<file path="src/common/difd_consts.svh">
// Function codes, timing and field constants for the input function decoder.
// Assumes inclusion by bare name from design files.
`ifndef DIFD_CONSTS_SVH
`define DIFD_CONSTS_SVH
`define DIFD_NUM_TERM 7
`define DIFD_FN_W 8
`define DIFD_FREQ_W 16
`define DIFD_FN_RAMP_HOLD 8'h0A
`define DIFD_FN_UP 8'h10
`define DIFD_FN_DOWN 8'h11
`define DIFD_FN_PID_CANCEL 8'h19
`define DIFD_FN_ACC_SEL1 8'h07
`define DIFD_FN_ACC_SEL2 8'h1A
`define DIFD_FN_LOCKOUT 8'h1B
`define DIFD_FN_SAMPLE_HOLD 8'h1E
`define DIFD_FN_EXT_FAULT_LO 8'h20
`define DIFD_FN_EXT_FAULT_HI 8'h2F
`define DIFD_FN_INT_RESET 8'h30
`define DIFD_FN_INT_HOLD 8'h31
`define DIFD_FN_SPEED_SEL1 8'h03
`define DIFD_FN_SPEED_SEL2 8'h04
`define DIFD_FN_SPEED_SEL3 8'h05
`define DIFD_FN_SPEED_SEL4 8'h32
`define DIFD_FN_SFS_CANCEL 8'h34
`define DIFD_FN_PID_INVERT 8'h35
`define DIFD_FN_FWD_RUN 8'h40
`define DIFD_FN_REV_RUN 8'h41
`define DIFD_FN_RUN2 8'h42
`define DIFD_FN_DIR2 8'h43
`define DIFD_FN_OFFSET1 8'h44
`define DIFD_FN_OFFSET2 8'h45
`define DIFD_FN_OFFSET3 8'h46
`define DIFD_FN_DC_BRAKE 8'h60
`define DIFD_FN_SEARCH1 8'h61
`define DIFD_FN_SEARCH2 8'h62
`define DIFD_FN_UPDN2_UP 8'h75
`define DIFD_FN_UPDN2_DN 8'h76
`define DIFD_EF_POL_BIT 0
`define DIFD_EF_RUNONLY_BIT 1
`define DIFD_EF_STOP_LSB 2
`define DIFD_CLK_HZ 20000000
`define DIFD_SH_MIN_MS 100
`define DIFD_SH_CYCLES ((`DIFD_CLK_HZ / 1000) * `DIFD_SH_MIN_MS)
`define DIFD_CNT_W 22
`endif

</file>
<file path="src/common/difd_pkg.sv">
// Types shared by the input function decoder files.
// Assumes the constants header is compiled alongside.
package difd_pkg;
   typedef enum logic [1:0] {
      DIFD_STOP_RAMP = 2'b00,
      DIFD_STOP_COAST = 2'b01,
      DIFD_STOP_FAST = 2'b10,
      DIFD_STOP_ALARM = 2'b11
   } difd_stop_t;
   typedef enum logic [1:0] {
      DIFD_SH_IDLE = 2'b00,
      DIFD_SH_TIMING = 2'b01,
      DIFD_SH_DONE = 2'b11
   } difd_sh_state_t;
endpackage

</file>
<file path="src/hw/difd_sample_hold.sv">
// Sample/hold of the analog reference after a minimum held time.
// Assumes a synchronised sample request and a steady analog word.
`timescale 1ns/10ps
`include "difd_consts.svh"
module difd_sample_hold #(
   parameter logic [`DIFD_CNT_W-1:0] HOLD_CYCLES = `DIFD_CNT_W'(`DIFD_SH_CYCLES)
) (
   // Clock and reset
   input wire logic clock,
   input wire logic sys_rst,
   // Request and data
   input wire logic req,
   input wire logic [`DIFD_FREQ_W-1:0] analog_in,
   output logic [`DIFD_FREQ_W-1:0] held_q,
   output logic held_valid_q
);
   difd_pkg::difd_sh_state_t state_q, state_d;
   logic [`DIFD_CNT_W-1:0] cnt_q, cnt_d;
   logic [`DIFD_FREQ_W-1:0] held_d;
   logic held_valid_d;

   always_comb begin
      state_d = state_q;
      cnt_d = cnt_q;
      held_d = held_q;
      held_valid_d = held_valid_q;
      case (state_q)
         difd_pkg::DIFD_SH_IDLE: begin
            cnt_d = '0;
            if (req) begin
               state_d = difd_pkg::DIFD_SH_TIMING;
            end
         end
         difd_pkg::DIFD_SH_TIMING: begin
            if (!req) begin
               state_d = difd_pkg::DIFD_SH_IDLE;
            end else if (cnt_q >= HOLD_CYCLES - `DIFD_CNT_W'(2)) begin
               held_d = analog_in;
               held_valid_d = 1'b1;
               state_d = difd_pkg::DIFD_SH_DONE;
            end else begin
               cnt_d = cnt_q + `DIFD_CNT_W'(1);
            end
         end
         difd_pkg::DIFD_SH_DONE: begin
            if (!req) begin
               state_d = difd_pkg::DIFD_SH_IDLE;
            end
         end
         default: state_d = difd_pkg::DIFD_SH_IDLE;
      endcase
   end

   // Reset stands in for power loss: sample is lost
   always_ff @(posedge clock) begin
      if (sys_rst) begin
         state_q <= difd_pkg::DIFD_SH_IDLE;
         cnt_q <= '0;
         held_q <= '0;
         held_valid_q <= 1'b0;
      end else begin
         state_q <= state_d;
         cnt_q <= cnt_d;
         held_q <= held_d;
         held_valid_q <= held_valid_d;
      end
   end
endmodule // difd_sample_hold

</file>
<file path="src/hw/difd_sync.sv">
// Two-stage synchroniser for the terminal inputs.
// Assumes terminals are asynchronous contacts.
`timescale 1ns/10ps
`include "difd_consts.svh"
module difd_sync (
   // Clock and reset
   input wire logic clock,
   input wire logic sys_rst,
   // Raw and synchronised terminals
   input wire logic [`DIFD_NUM_TERM-1:0] raw_in,
   output logic [`DIFD_NUM_TERM-1:0] sync_q
);
   logic [`DIFD_NUM_TERM-1:0] meta_q;
   always_ff @(posedge clock) begin
      if (sys_rst) begin
         meta_q <= '0;
         sync_q <= '0;
      end else begin
         meta_q <= raw_in;
         sync_q <= meta_q;
      end
   end
endmodule // difd_sync

</file>
<file path="src/hw/difd_decoder.sv">
// Multi-function digital input decoder: maps terminal functions to actions.
// Assumes terminal levels are raw contacts (1 = closed) and settings are static.
`timescale 1ns/10ps
`include "difd_consts.svh"
module difd_decoder #(
   parameter logic [`DIFD_CNT_W-1:0] HOLD_CYCLES = `DIFD_CNT_W'(`DIFD_SH_CYCLES)
) (
   // Clock and reset
   input wire logic clock,
   input wire logic sys_rst,

   // Terminals and their function settings
   input wire logic [`DIFD_NUM_TERM-1:0] term_in,
   input wire logic [`DIFD_NUM_TERM*`DIFD_FN_W-1:0] input_function_select,

   // Drive status and settings
   input wire logic drive_running,
   input wire logic pid_mode_select,
   input wire logic jog_cmd,
   input wire logic search_method_select,
   input wire logic param_write_req,
   input wire logic [`DIFD_FREQ_W-1:0] analog_ref,
   input wire logic [`DIFD_FREQ_W-1:0] base_ref,
   input wire logic [3*`DIFD_FREQ_W-1:0] offset_frequency_values,

   // Decoded actions
   output logic param_write_en_q,
   output logic config_conflict_error_q,
   output logic ext_fault_q,
   output logic ext_alarm_q,
   output logic [3:0] external_fault_indication_q,
   output logic [1:0] fault_stop_q,
   output logic pid_enable_q,
   output logic integ_reset_q,
   output logic integ_hold_q,
   output logic soft_starter_bypass_q,
   output logic pid_invert_q,
   output logic [1:0] ramp_set_q,
   output logic [3:0] preset_speed_q,
   output logic run_cmd_q,
   output logic reverse_q,
   output logic dc_brake_q,
   output logic search_from_max_q,
   output logic search_from_ref_q,
   output logic [`DIFD_FREQ_W-1:0] freq_ref_q
);
   logic [`DIFD_NUM_TERM-1:0] term_s;
   logic [`DIFD_FREQ_W-1:0] held_ref;
   logic held_valid;

   // Asynchronous contacts
   difd_sync u_sync (
      .clock(clock),
      .sys_rst(sys_rst),
      .raw_in(term_in),
      .sync_q(term_s)
   );

   // Function code of a terminal
   function automatic logic [`DIFD_FN_W-1:0] fn_of(input logic [`DIFD_NUM_TERM*`DIFD_FN_W-1:0] sel, input int t);
      fn_of = sel[t*`DIFD_FN_W +: `DIFD_FN_W];
   endfunction

   // Any terminal assigned this code
   function automatic logic assigned(input logic [`DIFD_NUM_TERM*`DIFD_FN_W-1:0] sel,
                                     input logic [`DIFD_FN_W-1:0] code);
      assigned = 1'b0;
      for (int t = 0; t < `DIFD_NUM_TERM; t++) begin
         if (fn_of(sel, t) == code) begin
            assigned = 1'b1;
         end
      end
   endfunction

   // Any closed terminal carrying this code
   function automatic logic active(input logic [`DIFD_NUM_TERM*`DIFD_FN_W-1:0] sel,
                                   input logic [`DIFD_NUM_TERM-1:0] lvl, input logic [`DIFD_FN_W-1:0] code);
      active = 1'b0;
      for (int t = 0; t < `DIFD_NUM_TERM; t++) begin
         if (fn_of(sel, t) == code && lvl[t]) begin
            active = 1'b1;
         end
      end
   endfunction

   logic sh_assigned;
   assign sh_assigned = assigned(input_function_select, `DIFD_FN_SAMPLE_HOLD);

   // Held-time qualified sampling
   difd_sample_hold #(
      .HOLD_CYCLES(HOLD_CYCLES)
   ) u_sh (
      .clock(clock),
      .sys_rst(sys_rst),
      .req(active(input_function_select, term_s, `DIFD_FN_SAMPLE_HOLD)),
      .analog_in(analog_ref),
      .held_q(held_ref),
      .held_valid_q(held_valid)
   );

   logic param_write_en_d, config_conflict_error_d, ext_fault_d, ext_alarm_d;
   logic [3:0] external_fault_indication_d;
   logic [1:0] fault_stop_d;
   logic pid_enable_d, integ_reset_d, integ_hold_d, soft_starter_bypass_d, pid_invert_d;
   logic [1:0] ramp_set_d;
   logic [3:0] preset_speed_d;
   logic run_cmd_d, reverse_d, dc_brake_d, search_from_max_d, search_from_ref_d;
   logic [`DIFD_FREQ_W-1:0] freq_ref_d;

   always_comb begin
      logic [`DIFD_FN_W-1:0] code;
      logic trip;
      logic fwd, rev;
      logic [`DIFD_FREQ_W-1:0] ref_sum;

      code = '0;
      trip = 1'b0;
      fwd = 1'b0;
      rev = 1'b0;
      ref_sum = '0;

      // Lockout: any open lockout contact blocks writes
      param_write_en_d = param_write_req &
         !active(input_function_select, ~term_s, `DIFD_FN_LOCKOUT);
      config_conflict_error_d = (sh_assigned &
         (assigned(input_function_select, `DIFD_FN_RAMP_HOLD) |
          assigned(input_function_select, `DIFD_FN_UP) |
          assigned(input_function_select, `DIFD_FN_DOWN) |
          assigned(input_function_select, `DIFD_FN_OFFSET1) |
          assigned(input_function_select, `DIFD_FN_OFFSET2) |
          assigned(input_function_select, `DIFD_FN_OFFSET3) |
          assigned(input_function_select, `DIFD_FN_UPDN2_UP) |
          assigned(input_function_select, `DIFD_FN_UPDN2_DN)))
         | ((assigned(input_function_select, `DIFD_FN_FWD_RUN) |
             assigned(input_function_select, `DIFD_FN_REV_RUN)) &
            (assigned(input_function_select, `DIFD_FN_RUN2) |
             assigned(input_function_select, `DIFD_FN_DIR2)))
         | (assigned(input_function_select, `DIFD_FN_SEARCH1) &
            assigned(input_function_select, `DIFD_FN_SEARCH2));

      // External faults; lowest terminal wins the indication
      ext_fault_d = 1'b0;
      ext_alarm_d = 1'b0;
      external_fault_indication_d = '0;
      fault_stop_d = difd_pkg::DIFD_STOP_RAMP;

      for (int t = `DIFD_NUM_TERM - 1; t >= 0; t--) begin
         code = fn_of(input_function_select, t);
         if (code >= `DIFD_FN_EXT_FAULT_LO && code <= `DIFD_FN_EXT_FAULT_HI) begin
            trip = code[`DIFD_EF_POL_BIT] ? !term_s[t] : term_s[t];
            if (code[`DIFD_EF_RUNONLY_BIT] && !drive_running) begin
               trip = 1'b0;
            end
            if (trip) begin
               external_fault_indication_d = 4'(t + 1);
               fault_stop_d = code[`DIFD_EF_STOP_LSB +: 2];
               if (code[`DIFD_EF_STOP_LSB +: 2] == difd_pkg::DIFD_STOP_ALARM) begin
                  ext_alarm_d = 1'b1;
               end else begin
                  ext_fault_d = 1'b1;
               end
            end
         end
      end

      // PID group
      pid_enable_d = pid_mode_select & !active(input_function_select, term_s, `DIFD_FN_PID_CANCEL);
      integ_reset_d = active(input_function_select, term_s, `DIFD_FN_INT_RESET);
      integ_hold_d = active(input_function_select, term_s, `DIFD_FN_INT_HOLD) & !integ_reset_d;
      soft_starter_bypass_d = active(input_function_select, term_s, `DIFD_FN_SFS_CANCEL);
      pid_invert_d = active(input_function_select, term_s, `DIFD_FN_PID_INVERT);

      // Ramp and preset selection
      ramp_set_d = {active(input_function_select, term_s, `DIFD_FN_ACC_SEL2),
                    active(input_function_select, term_s, `DIFD_FN_ACC_SEL1)};
      preset_speed_d = {active(input_function_select, term_s, `DIFD_FN_SPEED_SEL4),
                        active(input_function_select, term_s, `DIFD_FN_SPEED_SEL3),
                        active(input_function_select, term_s, `DIFD_FN_SPEED_SEL2),
                        active(input_function_select, term_s, `DIFD_FN_SPEED_SEL1)};

      // Two-wire sequences
      fwd = active(input_function_select, term_s, `DIFD_FN_FWD_RUN);
      rev = active(input_function_select, term_s, `DIFD_FN_REV_RUN);

      if (fwd && rev) begin
         run_cmd_d = 1'b0;
         reverse_d = reverse_q;
         ext_fault_d = 1'b1;
      end else if (fwd || rev) begin
         run_cmd_d = 1'b1;
         reverse_d = rev;
      end else begin
         run_cmd_d = active(input_function_select, term_s, `DIFD_FN_RUN2);
         reverse_d = active(input_function_select, term_s, `DIFD_FN_DIR2);
      end

      // Any fault except an alarm-only trip stops the run command
      if (ext_fault_d) begin
         run_cmd_d = 1'b0;
      end

      // DC braking: start when stopped, run or jog ends it
      if (run_cmd_d || jog_cmd) begin
         dc_brake_d = 1'b0;
      end else if (active(input_function_select, term_s, `DIFD_FN_DC_BRAKE) && !drive_running) begin
         dc_brake_d = 1'b1;
      end else begin
         dc_brake_d = dc_brake_q & active(input_function_select, term_s, `DIFD_FN_DC_BRAKE);
      end

      // Speed search start point, current detection only
      search_from_max_d = !search_method_select & active(input_function_select, term_s, `DIFD_FN_SEARCH1);
      search_from_ref_d = !search_method_select & active(input_function_select, term_s, `DIFD_FN_SEARCH2);

      // Frequency reference; sums wrap, limits are the ramp stage's job
      ref_sum = (sh_assigned && held_valid) ? held_ref : (sh_assigned ? '0 : base_ref);
      for (int k = 0; k < 3; k++) begin
         if (active(input_function_select, term_s, `DIFD_FN_OFFSET1 + `DIFD_FN_W'(k))) begin
            ref_sum = ref_sum + offset_frequency_values[k*`DIFD_FREQ_W +: `DIFD_FREQ_W];
         end
      end
      freq_ref_d = ref_sum;
   end

   always_ff @(posedge clock) begin
      if (sys_rst) begin
         param_write_en_q <= 1'b0;
         config_conflict_error_q <= 1'b0;

         ext_fault_q <= 1'b0;
         ext_alarm_q <= 1'b0;
         external_fault_indication_q <= '0;
         fault_stop_q <= '0;

         pid_enable_q <= 1'b0;
         integ_reset_q <= 1'b0;
         integ_hold_q <= 1'b0;
         soft_starter_bypass_q <= 1'b0;
         pid_invert_q <= 1'b0;

         ramp_set_q <= '0;
         preset_speed_q <= '0;

         run_cmd_q <= 1'b0;
         reverse_q <= 1'b0;
         dc_brake_q <= 1'b0;

         search_from_max_q <= 1'b0;
         search_from_ref_q <= 1'b0;

         freq_ref_q <= '0;
      end else begin
         param_write_en_q <= param_write_en_d;
         config_conflict_error_q <= config_conflict_error_d;

         ext_fault_q <= ext_fault_d;
         ext_alarm_q <= ext_alarm_d;
         external_fault_indication_q <= external_fault_indication_d;
         fault_stop_q <= fault_stop_d;

         pid_enable_q <= pid_enable_d;
         integ_reset_q <= integ_reset_d;
         integ_hold_q <= integ_hold_d;
         soft_starter_bypass_q <= soft_starter_bypass_d;
         pid_invert_q <= pid_invert_d;

         ramp_set_q <= ramp_set_d;
         preset_speed_q <= preset_speed_d;

         run_cmd_q <= run_cmd_d;
         reverse_q <= reverse_d;
         dc_brake_q <= dc_brake_d;

         search_from_max_q <= search_from_max_d;
         search_from_ref_q <= search_from_ref_d;

         freq_ref_q <= freq_ref_d;
      end
   end
endmodule // difd_decoder

</file>
<file path="config.mk">
export PLATFORM = sky130hd
export DESIGN_NAME = difd_decoder
export DESIGN_NICKNAME = d
export VERILOG_FILES = /design/src/common/difd_pkg.sv /design/src/hw/difd_sample_hold.sv /design/src/hw/difd_sync.sv /design/src/hw/difd_decoder.sv
export VERILOG_INCLUDE_DIRS = /design/src /design/src/common
export SDC_FILE = /design/constraint.sdc
export NUM_CORES = 1
export LEC_CHECK = 0
export BUFFER_PORTS_ARGS = -buffer_cell sky130_fd_sc_hd__buf_2
export CORE_UTILIZATION = 48
export CTS_CLUSTER_SIZE = 12
export DETAILED_ROUTE_END_ITERATION = 12
export PLACE_DENSITY = 0.71
export SETUP_SLACK_MARGIN = 0.02
export SKIP_CTS_REPAIR_TIMING = 1
export SLEW_MARGIN = 20
export SYNTH_ARGS = -nofsm -noshare
export SYNTH_HDL_FRONTEND = slang
export SYNTH_SLANG_ARGS = --single-unit
</file>
<file path="constraint.sdc">
create_clock -name clock -period 10.64 [get_ports clock]
set_clock_uncertainty 0.2 [all_clocks]
set_input_delay 3.192 -clock clock [delete_from_list [all_inputs] [get_ports clock]]
set_output_delay 3.192 -clock clock [all_outputs]
set_load 0.05 [all_outputs]
</file>
# Yosys cells after proc, flatten, opt, wreduce, memory -nomap -nowiden
# Cells that the tools add are included.
# word_totals
ff_bits	97
word_cells	852
romBits	0
ramBits	0
latchBits	0
out_inout_bits	42
mem_count	0
input_bits	150
# classes
shift	0
div_mod_pow	0
n_reduce_logical	198
order_cmp	15
addsub	4
mul	0
n_mux	379
eq_ne	210
n_bitwise	21
# ops
op	n
$eq A8 B7 Y1 const B	84
$mux W1	338
$eq A8 B5 Y1 const B	42
$eq A8 B6 Y1 const B	35
$logic_and A1 B1 Y1	178
$eq A8 B3 Y1 const B	21
$mux W16	5
$eq A8 B2 Y1 const B	7
$eq A8 B4 Y1 const B	7
$ge A8 B6 Y1 const B	7
$le A8 B6 Y1 const B	7
$add A16 B16 Y16	3
$mux W4	12
$mux W22	2
$pmux W22 S2	1
$mux W2	18
$add A22 B1 Y22 const B	1
$ge A22 B21 Y1 const B	1
$eq A2 B2 Y1 const B	8
$logic_not A1 Y1	12
$or A1 B1 Y1	11
$and A1 B1 Y1	9
$reduce_and A3 Y1	3
$not A7 Y7	1
10 further kinds	14

# Longest topological paths before layout
# depth
depth_word	33
mapped_depth	35
depth_no_buf	34

# Hierarchy
# Synthesis repeated with hierarchy kept, for this count alone.
# unflattened
cells_unflattened	1313
area_unflattened_um2	9661.8
# by_module_without_submodules
mod	seq_area_each_um2	area_each_um2	cells_per_inst	instances
difd_decoder	820.8	7275.7	1049	1
difd_sample_hold	820.8	1978.1	235	1
difd_sync	280.3	407.9	29	1

# Worst setup path before layout
# OpenSTA, ideal clock, no wires.
# synth_timing
path_type	input to register
start	input port input_function_select[5]
end	register freq_ref_q[15]
required_ns	10.368
slack_ns	1.561
n_path_buf	1
stages	32
t_arrival_ns	8.808
path_cell_list	buf_6 or4b_1 nor3_1 nor4_4 nand2_4 nand3_1 nand2_1 ha_1 inv_1 fa_1 nor2b_1 o21a_1 o21ai_0 a21o_1 a211o_1 xnor2_1 mux2_2 ha_1 nand2_1 o21ai_0 a211oi_1 xnor2_1 mux2_2 ha_1 a21o_1 a21oi_1 o41ai_1 a21o_1 xnor2_1 nor2_1 xnor2_1 mux2i_1
# synth_via
elab_chain_cells	16
# synth_lines
item	line	rtl
start: declaration	difd_decoder.sv:14	input wire logic [`DIFD_NUM_TERM*`DIFD_FN_W-1:0] input_function_select,
$eq A8 B5 Y1	difd_decoder.sv:69	if (fn_of(sel, t) == code) begin
$mux W1 (7 in series)	difd_decoder.sv:69	
$mux W16 / $logic_and A1 B1 Y1 (equally long branches)	difd_decoder.sv:216	ref_sum = (sh_assigned && held_valid) ? held_ref : (sh_assigned ? '0 : base_ref);
$mux W16	difd_decoder.sv:216	
$add A16 B16 Y16	difd_decoder.sv:219	ref_sum = ref_sum + offset_frequency_values[k*`DIFD_FREQ_W +: `DIFD_FREQ_W];
$mux W16	difd_decoder.sv:218	if (active(input_function_select, term_s, `DIFD_FN_OFFSET1 + `DIFD_FN_W'(k))) begin
$add A16 B16 Y16	difd_decoder.sv:219	
$mux W16	difd_decoder.sv:218	
$add A16 B16 Y16	difd_decoder.sv:219	
$mux W16 *	difd_decoder.sv:218	
end signal: assignment	difd_decoder.sv:277	freq_ref_q <= freq_ref_d;
end: declaration	difd_decoder.sv:45	output logic [`DIFD_FREQ_W-1:0] freq_ref_q
# Every way passes the cells marked *; elsewhere a longest branch is shown, timed or not.
# A chain may end at the register's enable or synchronous reset.

# Worst setup path in the final report
# Same ends and word-level chain as after synthesis.

==> results by stage <==
Routing:
- The count of nets left with antenna violations once routing finished came out at 0.
- After the first detailed-routing iteration, the DRC count stood at 891.
- The first-pass iteration count of the detailed router is 6.
- The detailed-route wire length per cell is 23.1 um.
- The number of vias per cell after detailed routing is 6.39.
- The DRC violation count after routing is 0.
- The routed wire length is 38900 um.
- The detailed-route via count is 10700.

Floorplan:
- The die covers 0.0200 mm^2.
- The die is 141 um wide.
- The core region is 0.0189 mm^2.
- The initialized floorplan defines 50 standard-cell rows.
- The die boundary height is 141 um.
- 192 I/O pins were placed.
- Once the floorplan was initialized, standard cells occupied 49.4% of the core.

Timing:
- The total negative setup slack is 0 ns.
- The max-slew violation count is 0.
- The share of the clock period used by the worst path after layout is 92.6%.
- The smallest clock period supported by the final layout is computed as 9.86 ns.
- The final setup violation count is 0.
- The worst pin sits at a relative slew slack of 32.3%.
- The count of endpoints failing hold in the final timing report is 0.
- Setup repair after global routing left no endpoint under its margin.
- Derived from the worst setup path, the maximum achievable clock frequency is 101 MHz.
- At the pin with the least slew margin, the transition time is 1.01 ns.

Place:
- The post-detailed-placement half-perimeter wirelength is 30800 um.
- Input and output buffers added on the ports amount to 190.
- The congestion estimate from routability-driven global placement came to 1.06.
- After detailed placement, the total cell area comes to 0.0104 mm^2.

Yosys:
- Synthesis instantiated 85 different standard cells from the library.
- The number of enable-type register cells in the synthesized netlist is 0.
- Among all flip-flop cells after synthesis, the most frequent one is dfxtp_1.
- The number of warnings printed during yosys synthesis is 0.
- The mapped netlist covers 0.00933 mm^2.
- The fraction of the yosys area taken by sequential cells is 20.6%.
- The proportion of register bits with asynchronous set or reset after synthesis is 0%.
- Counting every net in the synthesized netlist gives 1465.
- After synthesis the netlist holds a flip-flop and latch count of 96.
- The average size of a mapped cell is 7.38 um^2.
- The post-synthesis cell count is 1264.

Layout:
- The count of antenna diodes in the layout is 0.
- The number of fill cells in the layout is 1864.
- The library cell used most frequently in the layout, excluding fill and tap cells, is buf_2.
- The combined flip-flop and latch cell area is 0.00192 mm^2.
- Summing all multi-input logic gate instances after layout gives 0.00698 mm^2.
- In the layout the commonest cells are buf_2, nor2_1, nand2_1, dfxtp_1, a21oi_1.
- From synthesis to final layout, the design area changed by 14.9%.
- After the last flow step, the layout net total stands at 1617.
- The area of all placed cells without fillers is 0.0107 mm^2.
- In the final layout, the share of cells above drive strength 1 is 18.9%.

Critical path:
- The largest fanout of any net on the critical path is 19.
- The most numerous cell type found on the critical path is nand2_1.
- The count of buffer and inverter cells on the critical path is 2.
- The required time of the worst setup path is 10.73 ns.
- The nature of the critical path endpoint is a flip-flop.
- The worst reg-to-reg setup slack is 4.11 ns.
- The critical path startpoint category is a primary input.
- For the worst setup path, the data arrival time is 9.95 ns.
- The cell class contributing the biggest share of worst-path delay is compound AO/OA/AOI/OAI gates.
- Among all stages on the critical path, the largest delay is contributed by or4b_1.
- The delay of the slowest cell on the worst path is 0.56 ns.
- By startpoint and endpoint, the worst setup path is classified as primary input to flip-flop.

Power:
- The power per cell area is 94.6 mW/mm^2.
- Net switching is 36.2% of the power.
- The total leakage power is 4.37 nW.
- The peak supply drop is 0.0000861 V.
- Registers are responsible for 36.8% of the overall power.
- The power share of the clock group is 32.6%.
- Of the total power, combinational logic draws 30.6%.
- For this design the total switching power over the nets is 367 uW.
- The internal power consumption is 647 uW.

Job:
- Across the run, the number of max-cap violations was 0.

Min path:
- The classification of the worst-slack hold path is flip-flop to flip-flop.

Clock network:
- The later pin in the worst-skew pair is clocked with a latency of 0.36 ns.
- The number of clock buffers added by TritonCTS is 9.
- CTS saw 96 sinks.
- Clock-pin slew was measured on the worst setup and hold paths at 0.08 ns.
- The cell sitting at the root of the clock tree is a clkbuf_16.
- The TritonCTS clock tree is yes.
- The level count of the clock H-tree is 3.
- The clock passes through at most 2 buffers.

Outcome:
- The run finished with clean final reports.

GRT:
- The initial antenna violation count came to 0.
- The first global-routing pass estimated 57300 um of wire.
- The global router's overall resource usage is 38.2%.
- The sum of overflow across all layers after global routing is 0.
- The number of global-route vias before repair is 9687.
- The pin count of the biggest net entering global routing is 68.
==> logic make-up after synthesis <==
| family | Yosys count | share of synthesized area (%) |
|---|---|---|
| DFF | 96 | 20.6 |
| buffers and inverters | 107 | 4.77 |
| adders and majority gates | 51 | 7.08 |
| xor gates and xnor gates | 55 | 5.16 |
| other | 1 | 0.0402 |
| muxes | 52 | 5.90 |
| and+or+nand+nor | 605 | 34.2 |
| AOI/OAI and AO/OA | 297 | 22.2 |
==> Yosys cell counts, types with 30 or more instances <==
cell / count / share of area, %
mux2i_1: 30 / 3.2
nand3_1: 53 / 2.8
nor3_1: 52 / 2.8
nor2b_1: 41 / 2.7
a21oi_1: 63 / 3.4
o21ai_0: 50 / 2.7
inv_1: 46 / 1.9
ha_1: 48 / 6.4
dfxtp_1: 96 / 21
nand2_1: 118 / 4.7
nor2_1: 163 / 6.6
clkbuf_1: 46 / 1.9
xnor2_1: 34 / 3.2
==> power groups by stage <==
stage                     combinational [mW]  clock [mW]  sequential [mW]
after floorplan                        0.191           0            0.396
after global routing                   0.334       0.349            0.374
after detailed placement               0.301           0            0.381
after global placement                 0.298           0            0.381
after CTS                              0.303       0.337            0.373
final                                  0.310       0.331            0.373
==> layout make-up <==
cell class,count,share of cell area (%)
Timing Repair Buffer,201,9.64
Inverter,47,1.65
Clock inverter,7,0.572
Multi-Input combinational cell,1061,65.1
Sequential cell,96,17.9
Tap cell,260,3.03
Clock buffer,9,2.10
==> registers in the layout, summed over array words and instances, names as in the netlist, 2 cells and up <==
| signal | flops |
|---|---|
| u_sh.held_q | 16 |
| ramp_set_q | 2 |
| u_sh.state_q | 2 |
| external_fault_indication_q | 3 |
| fault_stop_q | 2 |
| u_sync.sync_q | 7 |
| u_sync.meta_q | 7 |
| u_sh.cnt_q | 22 |
| preset_speed_q | 4 |
| freq_ref_q | 16 |
==> per-layer routing <==
metal  routed length, um  track usage, %
met1               15600            48.4
met2               17600            62.3
met5                   0               0
met3                3630            6.82
met4                2030            19.5
==> path summary, 6_finish.rpt <==
path	from	endpoint	cells past startpoint
hold / removal	u_sync.meta_q[2]	u_sync.sync_q[2]	1
hold reg to reg	u_sync.meta_q[2]	u_sync.sync_q[2]	1
setup reg to reg	u_sync.sync_q[4]	freq_ref_q[15]	22
setup / recovery	input_function_select[5]	freq_ref_q[15]	32
==> through the flow <==
stage	cells	total power, mW	hold slack (ns)	setup WS [ns]	util (%)
global placement	1665	0.680	0.221	0.818	55.2
CTS	1681	1.01	0.241	0.970	56.7
global route	1681	1.06	0.267	0.403	56.7
finish	1681	1.01	0.241	0.782	56.7
detailed placement	1665	0.682	0.228	0.603	55.2
floorplan	1264	0.587	0.214	1.56	-
Power figures use the tool's default switching activity.
